[config.mk]
export PLATFORM = sky130hd
export DESIGN_NAME = lane_config_registers
export DESIGN_NICKNAME = d
export VERILOG_FILES = /design/src/logic/lane_cfg_pkg.sv /design/src/logic/receiver_probe_seq.sv /design/src/logic/lane_config_registers.sv
export SDC_FILE = /design/constraint.sdc
export NUM_CORES = 1
export LEC_CHECK = 0
export ABC_AREA = 0
export BUFFER_PORTS_ARGS = -buffer_cell sky130_fd_sc_hd__buf_4
export CAP_MARGIN = 15
export CELL_PAD_IN_SITES_DETAIL_PLACEMENT = 1
export CELL_PAD_IN_SITES_GLOBAL_PLACEMENT = 2
export CORE_MARGIN = 2
export CORE_UTILIZATION = 39
export CTS_BUF_LIST = sky130_fd_sc_hd__clkbuf_4 sky130_fd_sc_hd__clkbuf_8 sky130_fd_sc_hd__clkbuf_16
export DETAILED_ROUTE_END_ITERATION = 7
export PLACE_DENSITY = 0.78
export SLEW_MARGIN = 20
export SYNTH_ARGS = -nofsm -noshare
export SYNTH_HDL_FRONTEND = slang
export SYNTH_SLANG_ARGS = --single-unit
[constraint.sdc]
create_clock -name core_clk -period 4.5 [get_ports core_clk]
set_input_delay 0.675 -clock core_clk [delete_from_list [all_inputs] [get_ports core_clk]]
set_output_delay 0.675 -clock core_clk [all_outputs]
set_load 0.005 [all_outputs]
[src/logic/lane_cfg_pkg.sv]
package lane_cfg_pkg;

    // ************************************************************
    // Register offsets
    // ************************************************************
    localparam logic [7:0] ADDR_B0_DEEMPHASIS = 8'h11;
    localparam logic [7:0] ADDR_B0_THRESHOLD = 8'h12;
    localparam logic [7:0] ADDR_RESERVED_A = 8'h13;
    localparam logic [7:0] ADDR_RESERVED_B = 8'h14;
    localparam logic [7:0] ADDR_B1_PROBE = 8'h15;
    localparam logic [7:0] ADDR_B1_BOOST = 8'h16;

    // ************************************************************
    // Field positions
    // ************************************************************
    localparam int TERM_STATUS_BIT = 7;
    localparam int DEEMPH_MSB = 2;
    localparam int DEEMPH_LSB = 0;
    localparam int ASSERT_MSB = 3;
    localparam int ASSERT_LSB = 2;
    localparam int DEASSERT_MSB = 1;
    localparam int DEASSERT_LSB = 0;
    localparam int PROBE_MSB = 3;
    localparam int PROBE_LSB = 2;

    // ************************************************************
    // Reset values
    // ************************************************************
    localparam logic [2:0] RST_DEEMPHASIS = 3'h2;
    localparam logic [1:0] RST_ASSERT = 2'h0;
    localparam logic [1:0] RST_DEASSERT = 2'h0;
    localparam logic [7:0] RST_RESERVED = 8'h00;
    localparam logic [1:0] RST_PROBE = 2'h0;
    localparam logic [7:0] RST_BOOST = 8'h2F;
    localparam logic [7:0] READ_UNMAPPED = 8'h00;

    // ************************************************************
    // Receiver probe modes
    // ************************************************************
    localparam logic [1:0] PROBE_HIZ = 2'h0;
    localparam logic [1:0] PROBE_LIMITED = 2'h1;
    localparam logic [1:0] PROBE_ENDLESS = 2'h2;
    localparam logic [1:0] PROBE_FIXED = 2'h3;

    // ************************************************************
    // Timing
    // ************************************************************
    localparam int CLK_HZ = 20000000;
    localparam int PROBE_INTERVAL_MS = 12;
    localparam int PROBE_WINDOW_MS = 600;
    localparam int PROBE_INTERVAL_CYC = PROBE_INTERVAL_MS * (CLK_HZ / 1000);
    localparam int PROBE_ATTEMPTS = PROBE_WINDOW_MS / PROBE_INTERVAL_MS;
    localparam int PROBE_CNT_W = 18;
    localparam int PROBE_TRY_W = 6;
    localparam int SYNC_W = 8;

    // ************************************************************
    // Register access carrier
    // ************************************************************
    typedef struct packed {
        logic wr;
        logic rd;
        logic [7:0] addr;
        logic [7:0] data;
    } reg_req_type;

endpackage

[src/logic/receiver_probe_seq.sv]
`timescale 1ns/1ps
`default_nettype none
module receiver_probe_seq
    import lane_cfg_pkg::*;
#(
    parameter int unsigned INTERVAL_CYC = PROBE_INTERVAL_CYC
) (
    input wire logic core_clk,
    input wire logic reset,
    input wire logic [1:0] mode,
    input wire logic receiver_seen,
    output logic probe_pulse,
    output logic term_on
);

    typedef enum logic [2:0] {
        seq_hiz,
        seq_wait,
        seq_check,
        seq_stopped,
        seq_linked,
        seq_fixed
    } seq_state_type;

    localparam logic [PROBE_CNT_W-1:0] LAST_CNT = PROBE_CNT_W'(INTERVAL_CYC - 1);
    localparam logic [PROBE_TRY_W-1:0] LAST_TRY = PROBE_TRY_W'(PROBE_ATTEMPTS);

    seq_state_type state_r;
    logic [1:0] mode_r;
    logic [PROBE_CNT_W-1:0] cnt_r;
    logic [PROBE_TRY_W-1:0] tries_r;

    always_ff @(posedge core_clk or posedge reset) begin
        if (reset) begin
            state_r <= seq_hiz;
            mode_r <= PROBE_HIZ;
            cnt_r <= '0;
            tries_r <= '0;
            probe_pulse <= 1'b0;
            term_on <= 1'b0;
        end else begin
            mode_r <= mode;
            probe_pulse <= 1'b0;
            if (mode != mode_r) begin
                cnt_r <= '0;
                tries_r <= '0;
                term_on <= (mode == PROBE_FIXED);
                case (mode)
                    PROBE_HIZ: state_r <= seq_hiz;
                    PROBE_FIXED: state_r <= seq_fixed;
                    default: state_r <= seq_wait;
                endcase
            end else begin
                case (state_r)
                    seq_wait: begin
                        if (cnt_r == LAST_CNT) begin
                            cnt_r <= '0;
                            probe_pulse <= 1'b1;
                            tries_r <= tries_r + 1'b1;
                            state_r <= seq_check;
                        end else begin
                            cnt_r <= cnt_r + 1'b1;
                        end
                    end
                    seq_check: begin
                        if (receiver_seen) begin
                            state_r <= seq_linked;
                            term_on <= 1'b1;
                        end else if (mode == PROBE_LIMITED && tries_r == LAST_TRY) begin
                            state_r <= seq_stopped;
                        end else begin
                            cnt_r <= cnt_r + 1'b1;
                            state_r <= seq_wait;
                        end
                    end
                    seq_hiz, seq_stopped: term_on <= 1'b0;
                    seq_linked, seq_fixed: term_on <= 1'b1;
                    default: state_r <= seq_hiz;
                endcase
            end
        end
    end

endmodule
`default_nettype wire

[src/logic/lane_config_registers.sv]
`timescale 1ns/1ps
`default_nettype none
module lane_config_registers
    import lane_cfg_pkg::*;
#(
    parameter int unsigned PROBE_INTERVAL = PROBE_INTERVAL_CYC
) (
    input wire logic core_clk,
    input wire logic reset,
    input wire reg_req_type reg_req,
    output logic [7:0] rd_data,
    output logic rd_valid,
    input wire logic override_threshold,
    input wire logic override_probe,
    input wire logic pin_lane0_terminated,
    input wire logic pin_receiver_seen,
    input wire logic [3:0] pin_threshold,
    input wire logic [1:0] pin_probe_mode,
    output logic [2:0] output_deemphasis,
    output logic [1:0] signal_detect_assert,
    output logic [1:0] signal_detect_deassert,
    output logic [7:0] input_boost_level,
    output logic probe_pulse,
    output logic port_b_in_lane1_term
);

    // ************************************************************
    // Pin synchronisers
    // ************************************************************
    logic [SYNC_W-1:0] sync_a_r;
    logic [SYNC_W-1:0] sync_b_r;
    logic lane0_terminated;
    logic receiver_seen;
    logic [3:0] threshold_pin;
    logic [1:0] probe_pin;

    always_ff @(posedge core_clk or posedge reset) begin
        if (reset) begin
            sync_a_r <= '0;
            sync_b_r <= '0;
        end else begin
            sync_a_r <= {pin_lane0_terminated, pin_receiver_seen, pin_threshold, pin_probe_mode};
            sync_b_r <= sync_a_r;
        end
    end

    assign lane0_terminated = sync_b_r[7];
    assign receiver_seen = sync_b_r[6];
    assign threshold_pin = sync_b_r[5:2];
    assign probe_pin = sync_b_r[1:0];

    // ************************************************************
    // Register storage
    // ************************************************************
    logic [2:0] deemph_r;
    logic [1:0] assert_r;
    logic [1:0] deassert_r;
    logic [7:0] reserved_a_r;
    logic [7:0] reserved_b_r;
    logic [1:0] probe_mode_r;
    logic [7:0] boost_r;
    logic wr_deemph;
    logic wr_threshold;
    logic wr_reserved_a;
    logic wr_reserved_b;
    logic wr_probe;
    logic wr_boost;

    // Unmapped offsets raise no strobe, so those writes vanish
    assign wr_deemph = reg_req.wr && (reg_req.addr == ADDR_B0_DEEMPHASIS);
    assign wr_threshold = reg_req.wr && (reg_req.addr == ADDR_B0_THRESHOLD);
    assign wr_reserved_a = reg_req.wr && (reg_req.addr == ADDR_RESERVED_A);
    assign wr_reserved_b = reg_req.wr && (reg_req.addr == ADDR_RESERVED_B);
    assign wr_probe = reg_req.wr && (reg_req.addr == ADDR_B1_PROBE);
    assign wr_boost = reg_req.wr && (reg_req.addr == ADDR_B1_BOOST);

    always_ff @(posedge core_clk or posedge reset) begin
        if (reset) begin
            deemph_r <= RST_DEEMPHASIS;
        end else if (wr_deemph) begin
            deemph_r <= reg_req.data[DEEMPH_MSB:DEEMPH_LSB];
        end
    end

    always_ff @(posedge core_clk or posedge reset) begin
        if (reset) begin
            assert_r <= RST_ASSERT;
            deassert_r <= RST_DEASSERT;
        end else if (wr_threshold) begin
            assert_r <= reg_req.data[ASSERT_MSB:ASSERT_LSB];
            deassert_r <= reg_req.data[DEASSERT_MSB:DEASSERT_LSB];
        end
    end

    always_ff @(posedge core_clk or posedge reset) begin
        if (reset) begin
            reserved_a_r <= RST_RESERVED;
        end else if (wr_reserved_a) begin
            reserved_a_r <= reg_req.data;
        end
    end

    always_ff @(posedge core_clk or posedge reset) begin
        if (reset) begin
            reserved_b_r <= RST_RESERVED;
        end else if (wr_reserved_b) begin
            reserved_b_r <= reg_req.data;
        end
    end

    always_ff @(posedge core_clk or posedge reset) begin
        if (reset) begin
            probe_mode_r <= RST_PROBE;
        end else if (wr_probe) begin
            probe_mode_r <= reg_req.data[PROBE_MSB:PROBE_LSB];
        end
    end

    always_ff @(posedge core_clk or posedge reset) begin
        if (reset) begin
            boost_r <= RST_BOOST;
        end else if (wr_boost) begin
            boost_r <= reg_req.data;
        end
    end

    // ************************************************************
    // Read path
    // ************************************************************
    logic [7:0] rd_nxt;

    always_comb begin
        rd_nxt = READ_UNMAPPED;
        case (reg_req.addr)
            ADDR_B0_DEEMPHASIS: begin
                rd_nxt[DEEMPH_MSB:DEEMPH_LSB] = deemph_r;
                rd_nxt[TERM_STATUS_BIT] = lane0_terminated;
            end
            ADDR_B0_THRESHOLD: begin
                rd_nxt[ASSERT_MSB:ASSERT_LSB] = assert_r;
                rd_nxt[DEASSERT_MSB:DEASSERT_LSB] = deassert_r;
            end
            ADDR_RESERVED_A: rd_nxt = reserved_a_r;
            ADDR_RESERVED_B: rd_nxt = reserved_b_r;
            ADDR_B1_PROBE: rd_nxt[PROBE_MSB:PROBE_LSB] = probe_mode_r;
            ADDR_B1_BOOST: rd_nxt = boost_r;
            default: rd_nxt = READ_UNMAPPED;
        endcase
    end

    always_ff @(posedge core_clk or posedge reset) begin
        if (reset) begin
            rd_valid <= 1'b0;
        end else begin
            rd_valid <= reg_req.rd;
        end
    end

    always_ff @(posedge core_clk or posedge reset) begin
        if (reset) begin
            rd_data <= READ_UNMAPPED;
        end else if (reg_req.rd) begin
            rd_data <= rd_nxt;
        end
    end

    // ************************************************************
    // Analog control outputs
    // ************************************************************
    always_ff @(posedge core_clk or posedge reset) begin
        if (reset) begin
            output_deemphasis <= RST_DEEMPHASIS;
        end else begin
            output_deemphasis <= deemph_r;
        end
    end

    always_ff @(posedge core_clk or posedge reset) begin
        if (reset) begin
            input_boost_level <= RST_BOOST;
        end else begin
            input_boost_level <= boost_r;
        end
    end

    always_ff @(posedge core_clk or posedge reset) begin
        if (reset) begin
            signal_detect_assert <= RST_ASSERT;
            signal_detect_deassert <= RST_DEASSERT;
        end else if (override_threshold) begin
            signal_detect_assert <= assert_r;
            signal_detect_deassert <= deassert_r;
        end else begin
            signal_detect_assert <= threshold_pin[3:2];
            signal_detect_deassert <= threshold_pin[1:0];
        end
    end

    // ************************************************************
    // Lane 1 receiver probe
    // ************************************************************
    logic [1:0] probe_mode_eff;

    assign probe_mode_eff = override_probe ? probe_mode_r : probe_pin;

    receiver_probe_seq #(
        .INTERVAL_CYC(PROBE_INTERVAL)
    ) i_receiver_probe_seq (
        .core_clk(core_clk),
        .reset(reset),
        .mode(probe_mode_eff),
        .receiver_seen(receiver_seen),
        .probe_pulse(probe_pulse),
        .term_on(port_b_in_lane1_term)
    );

endmodule
`default_nettype wire

After elaboration in Yosys (flattened, before gate mapping)
Cells that the tools add are included.

Register bits after elaboration: 104. Bits in latches: 0. RAM bits: 0. Memory bits (read-only): 0. Bits of input ports: 30. Output and inout port bits: 26. Logic and storage cells: 92. Memories: 0.

$add $sub $neg: 2. $mul: 0. Divide/modulo/power cells: 0. Order comparisons: 0. Eq/ne operators: 21. Shifts and indexed selects: 0. Muxes and demuxes: 28. Bitwise gates (word level): 0. Reductions and logical operators: 20.

Operators by type and width (count): $mux 18 (4); $eq 8x5->1 const B (6); $pmux 18 s2 (1); $add 18x1->18 const B (1); $eq 18x18->1 const B (1); $mux 6 (3); $pmux 3 s3 (2); $pmux 2 s5 (1); $mux 3 (3); $ne 3x2->1 const B (3); $mux 2 (4); $logic_and 1x1->1 (7); $add 6x1->6 const B (1); $eq 3x2->1 const B (2); $eq 3x3->1 const B (2); $eq 6x6->1 const B (1); $pmux 1 s6 (1); $pmux 3 s2 (1); $reduce_and 2->1 (3); $mux 1 (5); $pmux 1 s5 (1); $pmux 1 s4 (1); $reduce_bool 2->1 (2); $reduce_bool 4->1 (1); other kinds (13) (14).

Longest topological paths before layout
Word-level depth: 7. Depth in mapped cells: 9. Gate-level depth less buffers: 7.

Hierarchy
From an unflattened synthesis, not the netlist that was laid out.

Cell total of the unflattened synthesis: 366. Area, all modules: 4615.7 um^2.

By module, submodules not included: lane_config_registers (times used 1, cells an instance 180, area an instance 2805.2 um^2, sequential area each 1841.8 um^2); receiver_probe_seq (times used 1, cells an instance 186, area an instance 1810.5 um^2, sequential area each 775.7 um^2).

Worst setup path before layout
No wires, ideal clock.

Path kind: in2reg. From: input port reg_req[13] (netlist bit). To: register reserved_a_r[0]. Library setup time: 0.125 ns. Arrival: 2.091 ns. Data required time: 4.375 ns. Setup slack: 2.285 ns. Stages: 6. Buffers on the path: 1. Cell sequence: or4b_4 nor2_4 and3_1 buf_4 nand2_2 mux2_2.

Cells in the longest elaborated chain, start to end: 2.

Ends and longest elaborated chain: start, declared (line lane_config_registers.sv:10) `input wire reg_req_type reg_req,`; $eq 8x5->1 (line lane_config_registers.sv:72) `assign wr_reserved_a = reg_req.wr && (reg_req.addr == ADDR_RESERVED_A);`; $logic_and 1x1->1 (line lane_config_registers.sv:72); end signal, assigned (line lane_config_registers.sv:99) `reserved_a_r <= reg_req.data;`; end, declared (line lane_config_registers.sv:58) `logic [7:0] reserved_a_r;`.

Every way passes these cells. A chain may end at the register's enable or synchronous reset.

Worst setup path in the final report
From: register i_receiver_probe_seq.cnt_r[14]. To: register i_receiver_probe_seq.cnt_r[12].

Cells in the longest elaborated chain, start to end: 4.

Ends and longest elaborated chain: start, declared (line receiver_probe_seq.sv:30) `logic [PROBE_CNT_W-1:0] cnt_r;`; start signal, assigned (line receiver_probe_seq.sv:62) `cnt_r <= cnt_r + 1'b1;`; start signal, assigned (line receiver_probe_seq.sv:72) `cnt_r <= cnt_r + 1'b1;`; $eq 18x18->1 (line receiver_probe_seq.sv:56) `if (cnt_r == LAST_CNT) begin`; $mux 18 (line receiver_probe_seq.sv:56); $pmux 18 s2 (line receiver_probe_seq.sv:54) `case (state_r)`; $mux 18 (line receiver_probe_seq.sv:44) `if (mode != mode_r) begin`.

Every way passes these cells.

==> flow_metrics.env <==
export IMPL_outcome="finished clean"
export IMPL_drc=0
export IMPL_skew_ps=8.99
export IMPL_r2r_slack_ps=2070
export IMPL_powerDensity_mw_per_mm2=353
export IMPL_ir_drop_mv=0.276
export IMPL_rsz0062_at_grt="false"
export IMPL_async_flop_share_pct=100
export IMPL_min_path_cells=0
export IMPL_critPathMaxFanout=15
export IMPL_antenna_cells=0
export IMPL_grt_usage_pct=18.9
export IMPL_synth_adder_area_share_pct=0.781
export IMPL_synth_edff_count=0
export IMPL_holdPathEnd="sync_b_r[6]"
export IMPL_die_w_um=115
export IMPL_synth_area_per_cell_um2=11.7
export IMPL_maxSlewViolCount=0
export IMPL_synth_area_mux_share_pct=9.92
export IMPL_dp_hpwl_mm=7.97
export IMPL_wl_per_cell_um=19.0
export IMPL_numCtsBuffers=9
export IMPL_firstDrtPassIters=4
export IMPL_clock_root_buffer="clkbuf_16"
export IMPL_drt_vias_per_instance=5.72
export IMPL_gp_congestion=0.790
export IMPL_syn2layout_area_growth_pct=17.5
export IMPL_yosysTopAreaCellShare_pct=47.9
export IMPL_synth_area_leader_cell="dfrtp_1"
export IMPL_multi_input_area_mm2=0.00204
export IMPL_cap_violations=0
export IMPL_period_share_pct=53.9
export IMPL_worstMarginPinSlew_ps=904
export IMPL_final_antenna_net_count=0
export IMPL_floorplan_io_pins=56
export IMPL_cts_resized=0
export IMPL_power_total_mw=1.99
export IMPL_synthTopCellsByArea="dfrtp_1 (48%), mux2_2 (8.7%), dfstp_2 (6.6%)"
export IMPL_synth_xor_area_share_pct=1.25
export IMPL_fillers=1314
export IMPL_min_period_ps=2430
export IMPL_postCtsHoldBufs=0
export IMPL_ys_warn_count=0
export IMPL_tns_ps=0
export IMPL_grt_antenna_before_repair=0
export IMPL_worstPathArrival_ps=2660
export IMPL_r2r_cells=5
export IMPL_slew_headroom_pct=39.2
export IMPL_grt_ovfl_total=0
export IMPL_syn_area_mm2=0.00480
export IMPL_drt_wl_total_mm=11.6
export IMPL_hold_start="sync_a_r[6]"
export IMPL_critPathKind="flop to flop"
export IMPL_grt_pass1_vias=3753
export IMPL_max_freq_mhz=412
export IMPL_ys_types=67
export IMPL_final_util_pct=47.0
export IMPL_cts_sinks=104
export IMPL_htree_levels=3
export IMPL_netlist_instances=410
export IMPL_synth_top_family_by_area="simple AND/OR/NAND/NOR gates"
export IMPL_synth_compound_area_share_pct=11.7
export IMPL_leakagePower_nw=2.45
export IMPL_instances_no_fill=612
export IMPL_grt_max_degree=74
export IMPL_cts_setup_buffers=0
export IMPL_ys_flop_type="dfrtp_1"
export IMPL_synth_simple_area_share_pct=18.9
export IMPL_dp_cells=596
export IMPL_path_clk_slew_ps=80
export IMPL_hold_path_class="flop to flop"
export IMPL_portBuffers=55
export IMPL_synth_common_cells="dfrtp_1 (92), mux2_2 (37), nand2_1 (23)"
export IMPL_ys_ff_latch=104
export IMPL_critPathRequiredTime_ps=4730
export IMPL_synth_most_common_cell="dfrtp_1"
export IMPL_vias=3501
export IMPL_fp_row_count=40
export IMPL_nNetsFinal=493
export IMPL_finalHoldViolations=0
export IMPL_synth_net_count=443
export IMPL_setup_viol=0
export IMPL_timing_rr_end="i_receiver_probe_seq.cnt_r[12]"
export IMPL_die_area_mm2=0.0132
export IMPL_ys_seq_area_share_pct=54.5
export IMPL_post_route_cells_drive_above_1_share_pct=31.6
export IMPL_start_util_pct=40.0
export IMPL_drt_iter0_drc=109
export IMPL_crit_path_end_kind="flop"
export IMPL_cts_buffer_depth=2
export IMPL_core_mm2=0.0120
export IMPL_regArea_mm2=0.00262
export IMPL_cts_tree="built"
export IMPL_r2r_start="i_receiver_probe_seq.cnt_r[14]"
export IMPL_clk_insertion_delay_late_ps=360
export IMPL_grt_pass1_wl_mm=19.3
export IMPL_die_h_um=115
export IMPL_worstSetupStartpointType="flop"
-- power breakdown --
| part | switching [mW] | internal [mW] |
|---|---|---|
| clock network | 0.398 | 0.398 |
| logic | 0.115 | 0.0739 |
| registers | 0.0279 | 0.978 |
-- area by class of cell --
class / count / share of cell area, %
Clock buffer: 9 / 3.99
Clock inverter: 7 / 1.53
Inverter: 13 / 0.909
Multi-Input combinational cell: 274 / 36.2
Sequential cell: 104 / 46.4
Tap cell: 147 / 3.26
Timing Repair Buffer: 58 / 7.72
-- per-layer routing --
layer | up-vias | GRT usage, % | routed length, µm
met5 | - | 0 | 0
met3 | 14 | 5.54 | 459
li1 | 1623 | - | -
met1 | 1797 | 22.8 | 5070
met4 | 0 | 5.78 | 161
met2 | 67 | 32.6 | 5960
-- cell usage in the layout, fill, tap and decap left out, types with 3 or more instances in the layout --
| cell | Yosys | routed |
|---|---|---|
| dfrtp_1 | 92 | 92 |
| buf_4 | 3 | 58 |
| mux2_2 | 37 | 37 |
| nand2_1 | 23 | 23 |
| nor2_1 | 19 | 19 |
| nand3_1 | 16 | 16 |
| a32oi_1 | 15 | 15 |
| inv_1 | 13 | 12 |
| dfstp_2 | 12 | 12 |
| a21oi_1 | 11 | 11 |
| nand2b_1 | 10 | 10 |
| o21ai_0 | 10 | 10 |
| nor3b_1 | 9 | 9 |
| o31ai_1 | 9 | 9 |
| clkbuf_16 | 0 | 9 |
| nor2b_1 | 8 | 8 |
| nand4_1 | 8 | 8 |
| nor3_1 | 8 | 8 |
| a31oi_1 | 8 | 8 |
| or4_1 | 5 | 5 |
| nor4_1 | 4 | 4 |
| xor2_1 | 4 | 4 |
| nand3b_1 | 4 | 4 |
| and3_1 | 3 | 3 |
| nand2_2 | 3 | 3 |
| a22oi_1 | 3 | 3 |
| and2_1 | 3 | 3 |
| mux2i_1 | 3 | 3 |
| a22o_1 | 3 | 3 |
| o22ai_1 | 3 | 3 |
| ha_1 | 3 | 3 |
| clkinv_8 | 0 | 3 |
-- state kept, by name, indices dropped and copies added (netlist names) --
register and cells:
i_receiver_probe_seq.cnt_r 18, boost_r 8, input_boost_level 8, rd_data 8, reserved_a_r 8, reserved_b_r 8, sync_a_r 8, sync_b_r 8
i_receiver_probe_seq.tries_r 6, deemph_r 3, i_receiver_probe_seq.state_r 3, output_deemphasis 3, assert_r 2, deassert_r 2, i_receiver_probe_seq.mode_r 2, probe_mode_r 2
signal_detect_assert 2, signal_detect_deassert 2, i_receiver_probe_seq.probe_pulse 1, i_receiver_probe_seq.term_on 1, rd_valid 1
-- per-stage QoR --
step                hold WS, ps  area, µm²  setup WS (ps)
detailed placement          337       5330           1830
global placement            332       5330           1820
global route                358       5640           1910
floorplan                   331       4800           1110
finish                      351       5640           2070
CTS                         351       5640           2070
-- worst max path at each step --
stage	startpoint	to	slack, ps
5_1_grt	i_receiver_probe_seq.cnt_r[14]	i_receiver_probe_seq.cnt_r[12]	1910
4_1_cts	i_receiver_probe_seq.cnt_r[14]	i_receiver_probe_seq.cnt_r[12]	2070
2_1_floorplan	reset	assert_r[0]	1110
6_report	i_receiver_probe_seq.cnt_r[14]	i_receiver_probe_seq.cnt_r[12]	2070
3_5_place_dp	override_probe	i_receiver_probe_seq.cnt_r[1]	1830
3_3_place_gp	override_probe	i_receiver_probe_seq.cnt_r[1]	1820
-- logic make-up (layout without fill, tap and decap cells) --
group	Yosys count	count (layout)
AOI/OAI and AO/OA	78	78
xor gates and xnor gates	6	6
adders and majority gates	3	3
buffers and inverters	32	87
DFF	104	104
muxes	42	42
and+or+nand+nor	145	145
-- worst max-delay path, cell delays in order, from the launching register on --
cell,delay [ps]
dfrtp_1,470
or4_1,560
nor4_2,270
nand4b_2,490
a32oi_1,390
o31ai_1,110
Note: power is estimated with default switching activity, not from simulation.
